[src/include/pmc_pkg.sv]
// Package: constants and types for the power mode controller
package pmc_pkg;
  localparam int CFG_W = 32;
  localparam int DOZE_BIT = 8;
  localparam int NAP_BIT = 9;
  localparam int SLEEP_BIT = 10;
  localparam int GATING_BIT = 11;
  localparam logic [31:0] CFG_RESET = 32'h0000_0000;
  localparam int ENTRY_CYCLES = 4;
  localparam int DEC_W = 32;
  localparam int UNIT_COUNT = 4;
  localparam int SNOOP_WB_CYCLES = 2;
  localparam int QUIESCE_ACKNOWLEDGE_LOW_BUS_CYCLES = 8;
  typedef enum logic [2:0] {PMC_FULL, PMC_ENTER, PMC_QUIESCE, PMC_DOZE, PMC_NAP, PMC_SLEEP,
    PMC_SNOOP} pmc_state_type;
endpackage

[src/include/pmc_gate_if.sv]
// Interface: per-unit clock enable request and grant
`timescale 1ns/1ns
interface pmc_gate_if #(parameter int N = 4);
  logic gating_en;
  logic core_run;
  logic [N-1:0] unit_need;
  logic [N-1:0] unit_clk_en;
  modport ctrl (output gating_en, output core_run, output unit_need, input unit_clk_en);
  modport gate (input gating_en, input core_run, input unit_need, output unit_clk_en);
endinterface

[src/rtl/pmc_power_mode_controller.sv]
// Power mode controller: clock gating, doze, nap and sleep sequencing
//////////////////////////////////////////////////////////////////////
//////////////////////////////////////////////////////////////////////
`timescale 1ns/1ns
module pmc_power_mode_controller #(
  parameter int UNITS = pmc_pkg::UNIT_COUNT,
  parameter int DEC_WIDTH = pmc_pkg::DEC_W
)
(
  input wire logic ref_clk_i,
  input wire logic reset_n_i,
  input wire logic cfg_we_i,
  input wire logic [31:0] cfg_wdata_i,
  output logic [31:0] hw_config_register_o,
  input wire logic pow_invoke_i,
  input wire logic [UNITS-1:0] unit_need_i,
  output logic [UNITS-1:0] unit_clk_en_o,
  input wire logic ext_interrupt_i,
  input wire logic system_mgmt_interrupt_i,
  input wire logic machine_check_pin_i,
  input wire logic machine_check_i,
  input wire logic perf_mon_interrupt_i,
  input wire logic thermal_interrupt_i,
  input wire logic soft_reset_i,
  input wire logic hard_reset_pin_i,
  input wire logic dec_load_i,
  input wire logic [DEC_WIDTH-1:0] dec_value_i,
  output logic [DEC_WIDTH-1:0] dec_count_o,
  output logic dec_interrupt_o,
  input wire logic snoop_hit_i,
  output logic quiesce_request_o,
  input wire logic quiesce_acknowledge_i,
  input wire logic bus_clk_en_i,
  output logic snoop_enable_o,
  output logic dcache_enable_o,
  output logic writeback_o,
  output logic timebase_run_o,
  output logic pll_keep_lock_o,
  output logic smi_vector_take_o,
  output logic ext_vector_take_o,
  output logic wake_o,
  output logic [2:0] mode_o
);
  //////////////////////////////////////////////////////////////////////
  pmc_pkg::pmc_state_type state_reg, state_next;
  logic [31:0] cfg_reg, cfg_next;
  logic [2:0] cnt_reg, cnt_next;
  logic [3:0] qlow_reg, qlow_next;
  logic [DEC_WIDTH-1:0] dec_reg, dec_next;
  logic dec_irq_reg, dec_irq_next;
  logic smi_reg, smi_next, ext_reg, ext_next;
  logic wake_reg, wake_next;
  logic [2:0] sel;
  logic one_hot;
  logic doze_wake, nap_wake, sleep_wake, any_reset;

  assign sel = {cfg_reg[pmc_pkg::SLEEP_BIT], cfg_reg[pmc_pkg::NAP_BIT],
    cfg_reg[pmc_pkg::DOZE_BIT]};
  assign one_hot = (sel == 3'h1) || (sel == 3'h2) || (sel == 3'h4);
  assign any_reset = soft_reset_i;
  assign doze_wake = ext_interrupt_i | system_mgmt_interrupt_i | machine_check_pin_i |
    dec_irq_reg | perf_mon_interrupt_i | machine_check_i | thermal_interrupt_i |
    any_reset;
  assign nap_wake = ext_interrupt_i | system_mgmt_interrupt_i | machine_check_pin_i |
    machine_check_i | dec_irq_reg | any_reset;
  assign sleep_wake = ext_interrupt_i | system_mgmt_interrupt_i | machine_check_pin_i |
    any_reset;

  //////////////////////////////////////////////////////////////////////
  // Configuration register, decrementer and interrupt capture
  always_comb
  begin
    cfg_next = cfg_reg;
    if (hard_reset_pin_i)
      cfg_next = pmc_pkg::CFG_RESET;
    else if (cfg_we_i)
      cfg_next = cfg_wdata_i;
    dec_next = dec_reg;
    dec_irq_next = dec_irq_reg;
    if (dec_load_i)
      dec_next = dec_value_i;
    else if (state_reg != pmc_pkg::PMC_SLEEP)
    begin
      dec_next = dec_reg - 1'b1;
      if (dec_reg == '0)
        dec_irq_next = 1'b1;
    end
    // Wake consumes the event; a new expiry in that cycle still wins
    if (wake_reg && !(dec_reg == '0 && state_reg != pmc_pkg::PMC_SLEEP && !dec_load_i))
      dec_irq_next = 1'b0;
    smi_next = system_mgmt_interrupt_i;
    ext_next = ext_interrupt_i;
  end

  always_ff @(posedge ref_clk_i or negedge reset_n_i)
  begin
    if (!reset_n_i)
    begin
      cfg_reg <= pmc_pkg::CFG_RESET;
      dec_reg <= '1;
      dec_irq_reg <= 1'b0;
      smi_reg <= 1'b0;
      ext_reg <= 1'b0;
    end
    else
    begin
      cfg_reg <= cfg_next;
      dec_reg <= dec_next;
      dec_irq_reg <= dec_irq_next;
      smi_reg <= smi_next;
      ext_reg <= ext_next;
    end
  end

  //////////////////////////////////////////////////////////////////////
  // Mode sequencer
  always_comb
  begin
    state_next = state_reg;
    cnt_next = cnt_reg;
    wake_next = 1'b0;
    qlow_next = qlow_reg;
    // Acknowledge clears the count at once, so a count saved up in full power
    // cannot open snooping on the first nap cycle
    if (quiesce_acknowledge_i)
      qlow_next = 4'h0;
    else if (bus_clk_en_i && qlow_reg != 4'(pmc_pkg::QUIESCE_ACKNOWLEDGE_LOW_BUS_CYCLES))
      qlow_next = qlow_reg + 4'h1;
    case (state_reg)
      pmc_pkg::PMC_FULL:
      begin
        cnt_next = 3'h0;
        if (pow_invoke_i && one_hot)
          state_next = pmc_pkg::PMC_ENTER;
      end
      pmc_pkg::PMC_ENTER:
      begin
        cnt_next = cnt_reg + 3'h1;
        if (!sel[0] && (sel[1] | sel[2]))
          state_next = pmc_pkg::PMC_QUIESCE;
        else if (cnt_reg == 3'(pmc_pkg::ENTRY_CYCLES - 1))
          state_next = pmc_pkg::PMC_DOZE;
      end
      pmc_pkg::PMC_QUIESCE:
      begin
        if (quiesce_acknowledge_i)
          state_next = sel[2] ? pmc_pkg::PMC_SLEEP : pmc_pkg::PMC_NAP;
      end
      pmc_pkg::PMC_DOZE:
      begin
        cnt_next = 3'h0;
        if (snoop_hit_i)
          state_next = pmc_pkg::PMC_SNOOP;
      end
      pmc_pkg::PMC_SNOOP:
      begin
        cnt_next = cnt_reg + 3'h1;
        if (cnt_reg == 3'(pmc_pkg::SNOOP_WB_CYCLES - 1))
          state_next = pmc_pkg::PMC_DOZE;
      end
      default:
        state_next = state_reg;
    endcase
    // Wake always lands in full power, never another saving mode
    if ((state_reg == pmc_pkg::PMC_DOZE || state_reg == pmc_pkg::PMC_SNOOP) && doze_wake)
    begin
      state_next = pmc_pkg::PMC_FULL;
      wake_next = 1'b1;
    end
    if (state_reg == pmc_pkg::PMC_NAP && nap_wake)
    begin
      state_next = pmc_pkg::PMC_FULL;
      wake_next = 1'b1;
    end
    if ((state_reg == pmc_pkg::PMC_SLEEP || state_reg == pmc_pkg::PMC_QUIESCE) && sleep_wake)
    begin
      state_next = pmc_pkg::PMC_FULL;
      wake_next = 1'b1;
    end
    if (hard_reset_pin_i)
      state_next = pmc_pkg::PMC_FULL;
  end

  always_ff @(posedge ref_clk_i or negedge reset_n_i)
  begin
    if (!reset_n_i)
    begin
      state_reg <= pmc_pkg::PMC_FULL;
      cnt_reg <= 3'h0;
      qlow_reg <= 4'h0;
      wake_reg <= 1'b0;
    end
    else
    begin
      state_reg <= state_next;
      cnt_reg <= cnt_next;
      qlow_reg <= qlow_next;
      wake_reg <= wake_next;
    end
  end

  //////////////////////////////////////////////////////////////////////
  // Unit clock gating
  pmc_gate_if #(.N(UNITS)) gif ();
  assign gif.gating_en = cfg_reg[pmc_pkg::GATING_BIT];
  assign gif.core_run = (state_reg == pmc_pkg::PMC_FULL) || (state_reg == pmc_pkg::PMC_ENTER);
  assign gif.unit_need = unit_need_i;
  pmc_unit_gate #(.N(UNITS)) u_gate (
    .ref_clk_i(ref_clk_i),
    .reset_n_i(reset_n_i),
    .g(gif.gate)
  );
  assign unit_clk_en_o = gif.unit_clk_en;

  //////////////////////////////////////////////////////////////////////
  assign hw_config_register_o = cfg_reg;
  assign dec_count_o = dec_reg;
  assign dec_interrupt_o = dec_irq_reg;
  assign quiesce_request_o = (state_reg == pmc_pkg::PMC_QUIESCE) ||
    (state_reg == pmc_pkg::PMC_NAP) || (state_reg == pmc_pkg::PMC_SLEEP);
  assign snoop_enable_o = (state_reg != pmc_pkg::PMC_SLEEP) && ((state_reg != pmc_pkg::PMC_NAP)
    || (qlow_reg == 4'(pmc_pkg::QUIESCE_ACKNOWLEDGE_LOW_BUS_CYCLES)));
  assign dcache_enable_o = (state_reg == pmc_pkg::PMC_FULL) ||
    (state_reg == pmc_pkg::PMC_ENTER) || (state_reg == pmc_pkg::PMC_SNOOP);
  assign writeback_o = (state_reg == pmc_pkg::PMC_SNOOP);
  assign timebase_run_o = (state_reg != pmc_pkg::PMC_SLEEP);
  assign pll_keep_lock_o = (state_reg != pmc_pkg::PMC_SLEEP);
  assign smi_vector_take_o = system_mgmt_interrupt_i & ~smi_reg;
  assign ext_vector_take_o = ext_interrupt_i & ~ext_reg;
  assign wake_o = wake_reg;
  assign mode_o = (state_reg == pmc_pkg::PMC_DOZE || state_reg == pmc_pkg::PMC_SNOOP) ? 3'h1 :
    (state_reg == pmc_pkg::PMC_NAP) ? 3'h2 : (state_reg == pmc_pkg::PMC_SLEEP) ? 3'h4 : 3'h0;

  //////////////////////////////////////////////////////////////////////
  property p_entry_delay;
    @(posedge ref_clk_i) disable iff (!reset_n_i)
      (state_reg == pmc_pkg::PMC_FULL && state_next == pmc_pkg::PMC_ENTER && sel == 3'h1
       && !hard_reset_pin_i) |=> (state_reg != pmc_pkg::PMC_DOZE) [*4] ##1
      (state_reg != pmc_pkg::PMC_ENTER);
  endproperty
  a_entry_delay: assert property (p_entry_delay) else $error("doze entry timing wrong");
  property p_no_same_cycle;
    @(posedge ref_clk_i) disable iff (!reset_n_i)
      state_reg == pmc_pkg::PMC_FULL |=> state_reg != pmc_pkg::PMC_DOZE;
  endproperty
  a_no_same_cycle: assert property (p_no_same_cycle) else $error("doze entered at once");
  property p_no_mode_hop;
    @(posedge ref_clk_i) disable iff (!reset_n_i)
      (mode_o != 3'h0) |=> (mode_o == $past(mode_o) || mode_o == 3'h0);
  endproperty
  a_no_mode_hop: assert property (p_no_mode_hop) else $error("direct mode change");
  property p_multi_bits;
    @(posedge ref_clk_i) disable iff (!reset_n_i)
      (state_reg == pmc_pkg::PMC_FULL && pow_invoke_i && !one_hot) |=>
      state_reg == pmc_pkg::PMC_FULL;
  endproperty
  a_multi_bits: assert property (p_multi_bits) else $error("invalid mode entered");
  property p_quiesce_acknowledge_gate;
    @(posedge ref_clk_i) disable iff (!reset_n_i)
      (state_reg == pmc_pkg::PMC_QUIESCE && !quiesce_acknowledge_i && !sleep_wake
       && !hard_reset_pin_i) |=> state_reg == pmc_pkg::PMC_QUIESCE && quiesce_request_o;
  endproperty
  a_quiesce_acknowledge_gate: assert property (p_quiesce_acknowledge_gate) else $error("entered without acknowledge");
  property p_sleep_nosnoop;
    @(posedge ref_clk_i) disable iff (!reset_n_i)
      state_reg == pmc_pkg::PMC_SLEEP |-> !snoop_enable_o && quiesce_request_o;
  endproperty
  a_sleep_nosnoop: assert property (p_sleep_nosnoop) else $error("snoop in sleep");
  property p_nap_snoop_off;
    @(posedge ref_clk_i) disable iff (!reset_n_i)
      (state_reg == pmc_pkg::PMC_QUIESCE && state_next == pmc_pkg::PMC_NAP) |=>
      !snoop_enable_o;
  endproperty
  a_nap_snoop_off: assert property (p_nap_snoop_off) else $error("snoop open on nap entry");
  property p_doze_wake;
    @(posedge ref_clk_i) disable iff (!reset_n_i)
      (state_reg == pmc_pkg::PMC_DOZE && doze_wake) |=> state_reg == pmc_pkg::PMC_FULL && wake_o;
  endproperty
  a_doze_wake: assert property (p_doze_wake) else $error("doze wake missed");
  property p_snoop_return;
    @(posedge ref_clk_i) disable iff (!reset_n_i)
      (state_reg == pmc_pkg::PMC_DOZE && snoop_hit_i && !doze_wake) |=>
      writeback_o && dcache_enable_o ##1 writeback_o;
  endproperty
  a_snoop_return: assert property (p_snoop_return) else $error("snoop writeback wrong");
  property p_full_clocks;
    @(posedge ref_clk_i) disable iff (!reset_n_i)
      (state_reg == pmc_pkg::PMC_FULL && !cfg_reg[pmc_pkg::GATING_BIT]) ##1
      (state_reg == pmc_pkg::PMC_FULL) |-> unit_clk_en_o == {UNITS{1'b1}};
  endproperty
  a_full_clocks: assert property (p_full_clocks) else $error("unit clock stopped");
  property p_hard_reset_pin;
    @(posedge ref_clk_i) disable iff (!reset_n_i)
      hard_reset_pin_i |=> state_reg == pmc_pkg::PMC_FULL && !cfg_reg[pmc_pkg::GATING_BIT];
  endproperty
  a_hard_reset_pin: assert property (p_hard_reset_pin) else $error("hard reset state wrong");
endmodule

[src/rtl/pmc_unit_gate.sv]
// Per-unit clock enable generation
`timescale 1ns/1ns
module pmc_unit_gate #(parameter int N = 4)
(
  input wire logic ref_clk_i,
  input wire logic reset_n_i,
  pmc_gate_if.gate g
);
  logic [N-1:0] en_reg;
  logic [N-1:0] en_next;

  // One enable per unit, registered to stay glitch free at the gate cell
  genvar k;
  generate
    for (k = 0; k < N; k++)
    begin : g_unit
      always_comb
      begin
        en_next[k] = g.core_run & (~g.gating_en | g.unit_need[k]);
      end
    end
  endgenerate

  always_ff @(posedge ref_clk_i or negedge reset_n_i)
  begin
    if (!reset_n_i)
      en_reg <= {N{1'b1}};
    else
      en_reg <= en_next;
  end

  // Registered enable follows need by one cycle; units request one cycle ahead
  assign g.unit_clk_en = en_reg;
endmodule

[config.mk]
export PLATFORM = sky130hd
export DESIGN_NAME = pmc_power_mode_controller
export DESIGN_NICKNAME = d
export VERILOG_FILES = /design/src/include/pmc_pkg.sv /design/src/include/pmc_gate_if.sv /design/src/rtl/pmc_power_mode_controller.sv /design/src/rtl/pmc_unit_gate.sv
export SDC_FILE = /design/constraint.sdc
export NUM_CORES = 1
export LEC_CHECK = 0
export ABC_AREA = 1
export BUFFER_PORTS_ARGS = -buffer_cell sky130_fd_sc_hd__buf_4
export CAP_MARGIN = 30
export CORE_AREA = 5 5 103 105
export DETAILED_ROUTE_END_ITERATION = 7
export DIE_AREA = 0 0 108 110
export GPL_TIMING_DRIVEN = 0
export HOLD_SLACK_MARGIN = 0.15
export PLACE_DENSITY = 0.87
export SKIP_CTS_REPAIR_TIMING = 1
export SLEW_MARGIN = 20
export SYNTH_ARGS = -nofsm -noshare
export SYNTH_HDL_FRONTEND = slang
export SYNTH_SLANG_ARGS = --single-unit
[constraint.sdc]
create_clock -name ref_clk_i -period 2 [get_ports ref_clk_i]
set_clock_uncertainty 0.1 [all_clocks]
set_input_delay 0.2 -clock ref_clk_i [delete_from_list [all_inputs] [get_ports ref_clk_i]]
set_output_delay 0.2 -clock ref_clk_i [all_outputs]
set_load 0.05 [all_outputs]
# == Word level (Yosys, flattened, before mapping) ==
# Index checks and enable logic that the tools add are counted.
# word_totals
regBits,82
word_cells,123
out_inout_bits,81
# classes
add_sub_neg,3
mux,29
n_reduce_logical,35
bitwise,25
eq_ne,21
# ops
op,n
two-way mux 32 bit,4
two-way mux 3 bit,13
zero test 32 bit,1
subtractor 32 x 1 -> 32 bit (second input constant),1
bitwise OR 1 bit,16
one-hot mux 3 bit (5 select lines),1
equality test 3 x 2 -> 1 bit (second input constant),4
equality test 3 bit (second input constant),4
inequality test 6 bit (second input constant),2
nonzero test 2 bit,6
logical AND 1 bit,10
equality test 3 x 1 -> 1 bit (second input constant),3
logical OR 1 bit,9
nonzero test 9 bit,1
two-way mux 1 bit,8
two-way mux 4 bit,2
inequality test 7 bit (second input constant),1
AND 1 bit,6
inequality test 3 bit (second input constant),2
inequality test 6 x 2 -> 1 bit (second input constant),1
inequality test 6 x 5 -> 1 bit (second input constant),1
one-hot mux 3 bit (2 select lines),1
AND reduction 6 bit,1
adder 4 x 1 -> 4 bit (second input constant),1
other kinds (9),14

# == Depth between registers and ports, before layout ==
# Gate-level depths: netlist of run 1.
# logic_depth
depth_word,12
ltp_mapped,13
mapped_depth_nobuf,13

# == Hierarchy ==
# Synthesis of run 1 repeated with hierarchy kept, for this count alone.
# hier_totals
cells_unflattened,621
area_unflattened_um2,4737.0
# by_module_without_submodules
mod,area_each_um2,seq_area_each_um2,instances,cells_each
pmc_power_mode_controller,4593.2,1991.9,1,608
pmc_unit_gate,143.9,105.1,1,13

# == Least setup slack after synthesis of run 1 ==
# OpenSTA, ideal clock, no wires.
# synth_timing
path_kind,register to output
from,register state_reg[1]
to,output snoop_enable_o
arrival_ns,1.993
slack_ns,-0.293
stages_incl_launch_ff,6
path_buffers,1
cell_sequence,dfrtp_1 inv_2 nand3_1 buf_4 inv_1 a21oi_1
# synth_lines
element,line_no,source
start: declaration,pmc_power_mode_controller.sv:45,"pmc_pkg::pmc_state_type state_reg, state_next;"
start signal: assignment,pmc_power_mode_controller.sv:188,state_reg <= pmc_pkg::PMC_FULL;
start signal: assignment,pmc_power_mode_controller.sv:195,state_reg <= state_next;
inequality test 3 bit,-,
named net pll_keep_lock_o,pmc_power_mode_controller.sv:38,"output logic pll_keep_lock_o,"
logical AND 1 bit,pmc_power_mode_controller.sv:221,assign snoop_enable_o = (state_reg != pmc_pkg::PMC_SLEEP) && ((state_reg != pmc_pkg::PMC_NAP)
end: declaration,pmc_power_mode_controller.sv:34,"output logic snoop_enable_o,"
# The timed path passes the listed nets, and every way through them passes these cells.

# == Worst setup path in the final report of run 1 ==
# layout_timing
from,input cfg_wdata_i[1]
to,"register cfg_reg[1], in the netlist hw_config_register_o[1]"
# layout_between
elab_chain_len,2
# layout_lines
element,line_no,source
start: declaration,pmc_power_mode_controller.sv:13,"input wire logic [31:0] cfg_wdata_i,"
two-way mux 32 bit,pmc_power_mode_controller.sv:76,else if (cfg_we_i)
two-way mux 32 bit,pmc_power_mode_controller.sv:74,if (hard_reset_pin_i)
end signal: assignment,pmc_power_mode_controller.sv:99,cfg_reg <= pmc_pkg::CFG_RESET;
end signal: assignment,pmc_power_mode_controller.sv:107,cfg_reg <= cfg_next;
end: declaration,pmc_power_mode_controller.sv:46,"logic [31:0] cfg_reg, cfg_next;"
# No other way between the ends. The select of a mux whose other input is x is not followed.
# A chain may end at the register's enable or synchronous reset.

==> results of run 1 <==
-- cells by family after synthesis --
kind of cell             after synthesis  synth area share, %
AO/OA/AOI/OAI                         92                11.62
XOR/XNOR                              11                2.039
adder cells (fa/ha/maj)                7                1.853
buffers and inverters                105                8.711
flip-flops                            82                44.37
AND/OR/NAND/NOR                      329                31.40
-- power by group through the flow --
stage	sequential [W]	combinational [W]	clock, W
6_report	0.00227	0.00290	0.00153
4_1_cts	0.00226	0.00272	0.00154
5_1_grt	0.00231	0.00312	0.00160
3_3_place_gp	0.00227	0.00265	0
2_1_floorplan	0.00290	0.00121	0
3_5_place_dp	0.00229	0.00271	0
-- how the worst max path moves through the flow --
stage	start	endpoint	cells after the start
after CTS	state_reg[1]$_DFFE_PN0P_	snoop_enable_o	6
after global routing	cfg_wdata_i[1]	hw_config_register_o[1]$_DFFE_PN0P_	6
after detailed placement	dec_count_o[0]$_DFFE_PN1P_	dec_count_o[18]$_DFFE_PN1P_	8
after global placement	dec_count_o[0]$_DFFE_PN1P_	dec_count_o[18]$_DFFE_PN1P_	8
after floorplan	dec_count_o[0]$_DFFE_PN1P_	dec_count_o[18]$_DFFE_PN1P_	8
final	cfg_wdata_i[1]	hw_config_register_o[1]$_DFFE_PN0P_	6
-- layout make-up --
| class | count | area share [%] |
|---|---|---|
| tap | 133 | 2.305 |
| buffer | 21 | 1.386 |
| sequential | 82 | 29.08 |
| clock inverter | 6 | 1.560 |
| clock buffer | 10 | 1.906 |
| multi-input combinational | 439 | 30.90 |
| timing repair buffer | 245 | 28.45 |
| inverter | 84 | 4.419 |
-- critical path: stages --
cell	delay, ns
sky130_fd_sc_hd__dlygate4sd3_1	0.56
sky130_fd_sc_hd__buf_4	0.14
sky130_fd_sc_hd__nand3_1	0.10
sky130_fd_sc_hd__dlygate4sd3_1	0.60
sky130_fd_sc_hd__o21ai_0	0.10
sky130_fd_sc_hd__dlygate4sd3_1	0.59
-- layer usage --
metal | part of all wire [%] | wire [um] | global-route usage [%]
met3 | 9.7 | 1581 | 6.523
met4 | 2.9 | 469 | 11.18
met2 | 51 | 8369 | 43.16
met5 | 0 | 0 | 0
met1 | 36 | 5962 | 28.92
-- cell usage in the layout, fill, tap and decap left out, types with 2 or more instances in the layout --
| cell type | instances |
|---|---|
| sky130_fd_sc_hd__a211oi_1 | 2 |
| sky130_fd_sc_hd__inv_1 | 72 |
| sky130_fd_sc_hd__nand4_1 | 6 |
| sky130_fd_sc_hd__o21ai_1 | 2 |
| sky130_fd_sc_hd__or2_2 | 4 |
| sky130_fd_sc_hd__nand3_1 | 70 |
| sky130_fd_sc_hd__o22ai_1 | 4 |
| sky130_fd_sc_hd__nor2_2 | 5 |
| sky130_fd_sc_hd__o21bai_1 | 6 |
| sky130_fd_sc_hd__o21ai_0 | 45 |
| sky130_fd_sc_hd__inv_2 | 10 |
| sky130_fd_sc_hd__dfrtp_1 | 44 |
| sky130_fd_sc_hd__nor2_4 | 9 |
| sky130_fd_sc_hd__nor2_1 | 84 |
| sky130_fd_sc_hd__ha_1 | 7 |
| sky130_fd_sc_hd__o311ai_0 | 2 |
| sky130_fd_sc_hd__bufinv_16 | 3 |
| sky130_fd_sc_hd__dlygate4sd3_1 | 78 |
| sky130_fd_sc_hd__o221ai_1 | 2 |
| sky130_fd_sc_hd__a21oi_1 | 10 |
| sky130_fd_sc_hd__a21o_1 | 2 |
| sky130_fd_sc_hd__nor3_1 | 6 |
| sky130_fd_sc_hd__nand2_2 | 6 |
| sky130_fd_sc_hd__xor2_1 | 10 |
| sky130_fd_sc_hd__buf_1 | 2 |
| sky130_fd_sc_hd__clkbuf_8 | 10 |
| sky130_fd_sc_hd__o211ai_1 | 12 |
| sky130_fd_sc_hd__a22o_1 | 2 |
| sky130_fd_sc_hd__dfrtp_2 | 2 |
| sky130_fd_sc_hd__clkbuf_1 | 11 |
| sky130_fd_sc_hd__buf_2 | 5 |
| sky130_fd_sc_hd__buf_4 | 168 |
| sky130_fd_sc_hd__nand2_1 | 133 |
| sky130_fd_sc_hd__dfstp_2 | 36 |
-- stage by stage --
step | instances | cell area, um2 | TNS (ns) | util [%] | setup WS [ns]
2_1_floorplan | 626 | 4730 | 0 | - | 0.01055
3_3_place_gp | 921 | 6112 | 0 | 64.01 | 0.1233
3_5_place_dp | 922 | 6140 | 0 | 64.30 | 0.1004
4_1_cts | 938 | 6390 | -0.1585 | 66.92 | -0.09020
5_1_grt | 1020 | 7221 | -0.1626 | 75.62 | -0.1626
6_report | 1020 | 7221 | -0.1342 | 75.62 | -0.1342
==> flow_metrics.py, run 1 <==
metrics = {
    "floorplan": {
        "fp.dieArea_mm2": 0.01188,
        "row_count": 36,
        "i_o_pins": 165,
        "start_util_pct": 49.49,
        "die_w_um": 108,
        "floorplan_die_height_um": 110,
        "fp.coreArea_mm2": 0.009549,
    },
    "status": {
        "violations_in_the_final_reports": "negative setup slack",
        "run_status": "complete, but fails checks",
    },
    "setup_path": {
        "worst_setup_path_end_kind": "register",
        "worstReg2RegEnd": "dec_count_o[18]$_DFFE_PN1P_",
        "worstSetupStartpointType": "input pin",
        "cp.required_ns": 2.16,
        "setup.worst_path.class": "in2reg",
        "timing.reg2reg.worst_path_depth": 8,
        "worst_ep_arrival_time_ns": 2.29,
        "r2r-start": "dec_count_o[0]$_DFFE_PN1P_",
        "timing.reg2reg.setup_slack_ns": 0.11,
        "cp_max_fo": 1,
    },
    "power_and_ir_drop": {
        "p_int_w": 0.003830,
        "switching_share_pct": 42.88,
        "power.leakage_nw": 3.418,
        "clock_network_fraction_of_total_power_pct": 22.8,
        "power.net_switching_w": 0.002875,
        "fin_total_pwr_w": 0.006704,
        "combPwrFrac_pct": 43.3,
        "vdd_ir_drop_max_mv": 0.5812,
        "pwr-share-seq_pct": 33.9,
        "power-per-cell-area_mw_per_mm2": 928.5,
    },
    "yosys": {
        "synth_commonest_cells": "133 x sky130_fd_sc_hd__nand2_1, 84 x sky130_fd_sc_hd__nor2_1, 73 x sky130_fd_sc_hd__inv_1",
        "top_cell_type_s_share_of_synthesized_area_pct": 24.36,
        "async_reset_ff_share_pct": 100.0,
        "synth.top_cells.by_area": "sky130_fd_sc_hd__dfrtp_1 24%, sky130_fd_sc_hd__dfstp_2 20%, sky130_fd_sc_hd__nand2_1 11%, sky130_fd_sc_hd__nand3_1 7.4%, sky130_fd_sc_hd__nor2_1 6.7%",
        "yosysMostFrequentCell": "sky130_fd_sc_hd__nand2_1",
        "synth_fp_nets": 717,
        "netlist_area_mm2": 0.004726,
        "synth_flop_cell": "sky130_fd_sc_hd__dfrtp_1",
        "avgSynthCellArea_um2": 7.549,
        "ys_ff_latch": 82,
        "synthCells": 626,
        "synth-seq-area-share_pct": 44.37,
        "synth_top_area_cell": "sky130_fd_sc_hd__dfrtp_1",
        "synth-edff-count": 0,
        "yosysUniqueCellTypes": 39,
        "ys_warn_count": 0,
    },
    "sta": {
        "setup_viol_count_final": 1,
        "slew-limit-headroom_pct": 59.12,
        "fmaxAchievable_mhz": 468.6,
        "min_period_ns": 2.134,
        "timing.final.ws_setup_ns": -0.1342,
        "fin_crit_sh_pct": 106.7,
        "timing_hold_violations_final": 0,
        "holdWs_ns": 0.1642,
        "worst_slew_pin_slew_ns": 0.6132,
        "number_of_slew_limit_violations_in_the_final_report": 0,
    },
    "min_path": {
        "hold_class": "in2reg",
        "holdPathEnd": "qlow_reg[0]$_DFFE_PN0P_",
        "holdPathStages": 4,
        "holdCritStartpoint": "bus_clk_en_i",
    },
    "drt": {
        "vias_per_cell": 5.251,
        "detail_route.wirelength_mm": 16.38,
        "drt_pass1_iterations": 5,
        "detailedRoute.firstIterationViolations": 303,
        "detail_route.drc_violations": 0,
        "route.vias.total": 5356,
        "route.antenna.remaining_nets": 0,
        "wl_per_cell_um": 16.06,
    },
    "clock_network": {
        "worstSkewPairLatency_ns": 0.37,
        "htree_levels": 3,
        "clock_path_buffers": 2,
        "cts_tree": "built",
        "cts_inserted_buffers": 9,
        "clock_root_buffer": "sky130_fd_sc_hd__clkbuf_8",
        "clk_pin_slew_worst_paths_ns": 0.09,
        "cts.sinks": 82,
    },
    "grt": {
        "grt_start_max_net_pins": 48,
        "wire_length_of_the_first_global_routing_pass_mm": 23.23,
        "grt_pass1_vias": 5030,
        "grt_antenna_before_repair": 0,
        "overall_global_routing_usage_pct": 24.84,
        "global_route.overflow_total": 0,
    },
    "final_layout": {
        "area.growth.synth_to_final_pct": 52.79,
        "diodes": 0,
        "num-nets-final": 973,
        "multi_input_comb_area_mm2": 0.002231,
        "post_route_cells_drive_above_1_share_pct": 30.33,
        "final-seq-area_mm2": 0.002100,
        "fillerInstances": 647,
    },
    "place": {
        "gp_congestion": 0.9325,
        "io_buffers": 162,
        "post-dp-hpwl_mm": 11.20,
    },
    "job": {
        "maxCapViolCount": 0,
    },
}
No activity file was read; power rests on OpenSTA's default activity.
==> run 2, diff against run 1 <==
- BUFFER_PORTS_ARGS: -buffer_cell sky130_fd_sc_hd__buf_4 -> default
- CORE_AREA: 5 5 103 105 -> 5 5 92 94
- DIE_AREA: 0 0 108 110 -> 0 0 97 99
- DONT_BUFFER_PORTS: default -> 1
- PLACE_DENSITY: 0.87 -> 0.86
==> flow_metrics.py, run 2 (same netlist as run 1, synthesis figures left out) <==
metrics = {
    "floorplan": {
        "fp.coreArea_mm2": 0.007567,
        "start_util_pct": 62.45,
        "row_count": 32,
        "floorplan_die_height_um": 99,
        "i_o_pins": 165,
        "fp.dieArea_mm2": 0.009603,
        "die_w_um": 97,
    },
    "clock_network": {
        "clk_pin_slew_worst_paths_ns": 0.10,
        "cts_inserted_buffers": 9,
        "clock_root_buffer": "sky130_fd_sc_hd__clkbuf_8",
        "clock_path_buffers": 2,
        "worstSkewPairLatency_ns": 0.37,
        "cts_tree": "built",
        "cts.sinks": 82,
        "htree_levels": 3,
    },
    "drt": {
        "detail_route.wirelength_mm": 15.56,
        "detail_route.drc_violations": 0,
        "route.antenna.remaining_nets": 0,
        "route.vias.total": 4899,
        "drt_pass1_iterations": 5,
        "detailedRoute.firstIterationViolations": 331,
        "wl_per_cell_um": 18.77,
        "vias_per_cell": 5.910,
    },
    "sta": {
        "number_of_slew_limit_violations_in_the_final_report": 0,
        "min_period_ns": 2.287,
        "worst_slew_pin_slew_ns": 0.8912,
        "totalNegativeSetupSlack_ns": -0.5559,
        "grt_setup_unrepaired": "true",
        "timing.final.ws_setup_ns": -0.2866,
        "setup_viol_count_final": 5,
        "timing_hold_violations_final": 82,
        "holdWs_ns": -0.5827,
        "fin_crit_sh_pct": 114.3,
        "slew-limit-headroom_pct": 40.37,
        "fmaxAchievable_mhz": 437.3,
    },
    "setup_path": {
        "worstSetupStartpointType": "register",
        "setup.worst_path.class": "reg2out",
        "cp_max_fo": 6,
        "timing.reg2reg.worst_path_depth": 12,
        "worst_ep_arrival_time_ns": 1.99,
        "cp.required_ns": 1.70,
        "worst_setup_path_end_kind": "primary output",
    },
    "status": {
        "violations_in_the_final_reports": "negative hold slack, negative setup slack",
        "run_status": "complete, but fails checks",
    },
    "place": {
        "io_buffers": 0,
        "place_worst_setup_slack_ns": -0.2408,
        "gp_congestion": 0.9902,
        "placed_cells": 728,
        "post-dp-hpwl_mm": 9.835,
    },
    "grt": {
        "wire_length_of_the_first_global_routing_pass_mm": 20.52,
        "global_route.overflow_total": 0,
        "grt_start_max_net_pins": 83,
        "overall_global_routing_usage_pct": 26.33,
        "grt_antenna_before_repair": 1,
        "grt_pass1_vias": 4374,
    },
    "final_layout": {
        "finish.cell_count_without_fillers": 829,
        "final_cell_mix": "133 x sky130_fd_sc_hd__nand2_1, 82 x sky130_fd_sc_hd__nor2_1, 75 x sky130_fd_sc_hd__dlygate4sd3_1",
        "final_common_cell": "sky130_fd_sc_hd__nand2_1",
        "post_route_cells_drive_above_1_share_pct": 16.28,
        "num-nets-final": 811,
        "area.growth.synth_to_final_pct": 26.32,
    },
    "power_and_ir_drop": {
        "fin_total_pwr_w": 0.006030,
        "vdd_ir_drop_max_mv": 0.6808,
        "power.leakage_nw": 2.596,
        "power-per-cell-area_mw_per_mm2": 1010,
    },
    "job": {
        "maxCapViolCount": 0,
    },
    "min_path": {
        "hold_class": "in2async",
    },
}
==> run 2: layout make-up <==
type                       instances  area (um2)
timing repair buffer              83       828.3
clock buffer                       9       123.9
tap                              102       127.6
fill                             493        1598
buffer                            21       108.9
antenna                            2       5.005
sequential                        82        2108
multi-input combinational        439        2281
inverter                          84       325.3
clock inverter                     7       61.31
==> run 2: critical path, cell delays in order, from the launching register on <==
cell and delay [ns]:
sky130_fd_sc_hd__dfrtp_2 0.42, sky130_fd_sc_hd__inv_4 0.06, sky130_fd_sc_hd__nand3_4 0.10, sky130_fd_sc_hd__buf_12 0.17
sky130_fd_sc_hd__clkinvlp_4 0.39, sky130_fd_sc_hd__a21oi_4 0.48
==> run 2: metal layers <==
| metal | wire (um) | up-vias | track usage (%) |
|---|---|---|---|
| met2 | 8054 | 344 | 45.70 |
| met3 | 1574 | 82 | 9.483 |
| li1 | - | 2204 | - |
| met1 | 5221 | 2269 | 28.34 |
| met5 | 0 | - | 0 |
| met4 | 710 | 0 | 13.39 |
==> run 2: metrics by stage <==
stage / util, % / instance area (um2)
floorplan: - / 4730
global placement: 64.19 / 4857
detailed placement: 64.19 / 4857
CTS: 66.63 / 5042
global route: 78.85 / 5967
finish: 78.89 / 5969
==> run 2: where the power goes <==
group,switching (W),internal (W)
combinational,0.00124,0.000630
sequential,0.000964,0.00203
clock,0.000698,0.000472
total,0.00290,0.00313
==> run 2: final timing paths <==
| check | start | to | slack, ns |
|---|---|---|---|
| setup / recovery | state_reg[1]$_DFFE_PN0P_ | snoop_enable_o | -0.29 |
| hold / removal | reset_n_i | hw_config_register_o[29]$_DFFE_PN0P_ | -0.58 |
| setup reg to reg | state_reg[0]$_DFFE_PN0P_ | state_reg[0]$_DFFE_PN0P_ | -0.02 |
| hold reg to reg | qlow_reg[3]$_DFFE_PN0P_ | qlow_reg[3]$_DFFE_PN0P_ | 0.43 |
| max in group asynchronous | reset_n_i | dec_count_o[13]$_DFFE_PN1P_ | 2.15 |
| min in group ref_clk_i | cfg_we_i | hw_config_register_o[1]$_DFFE_PN0P_ | 0.11 |
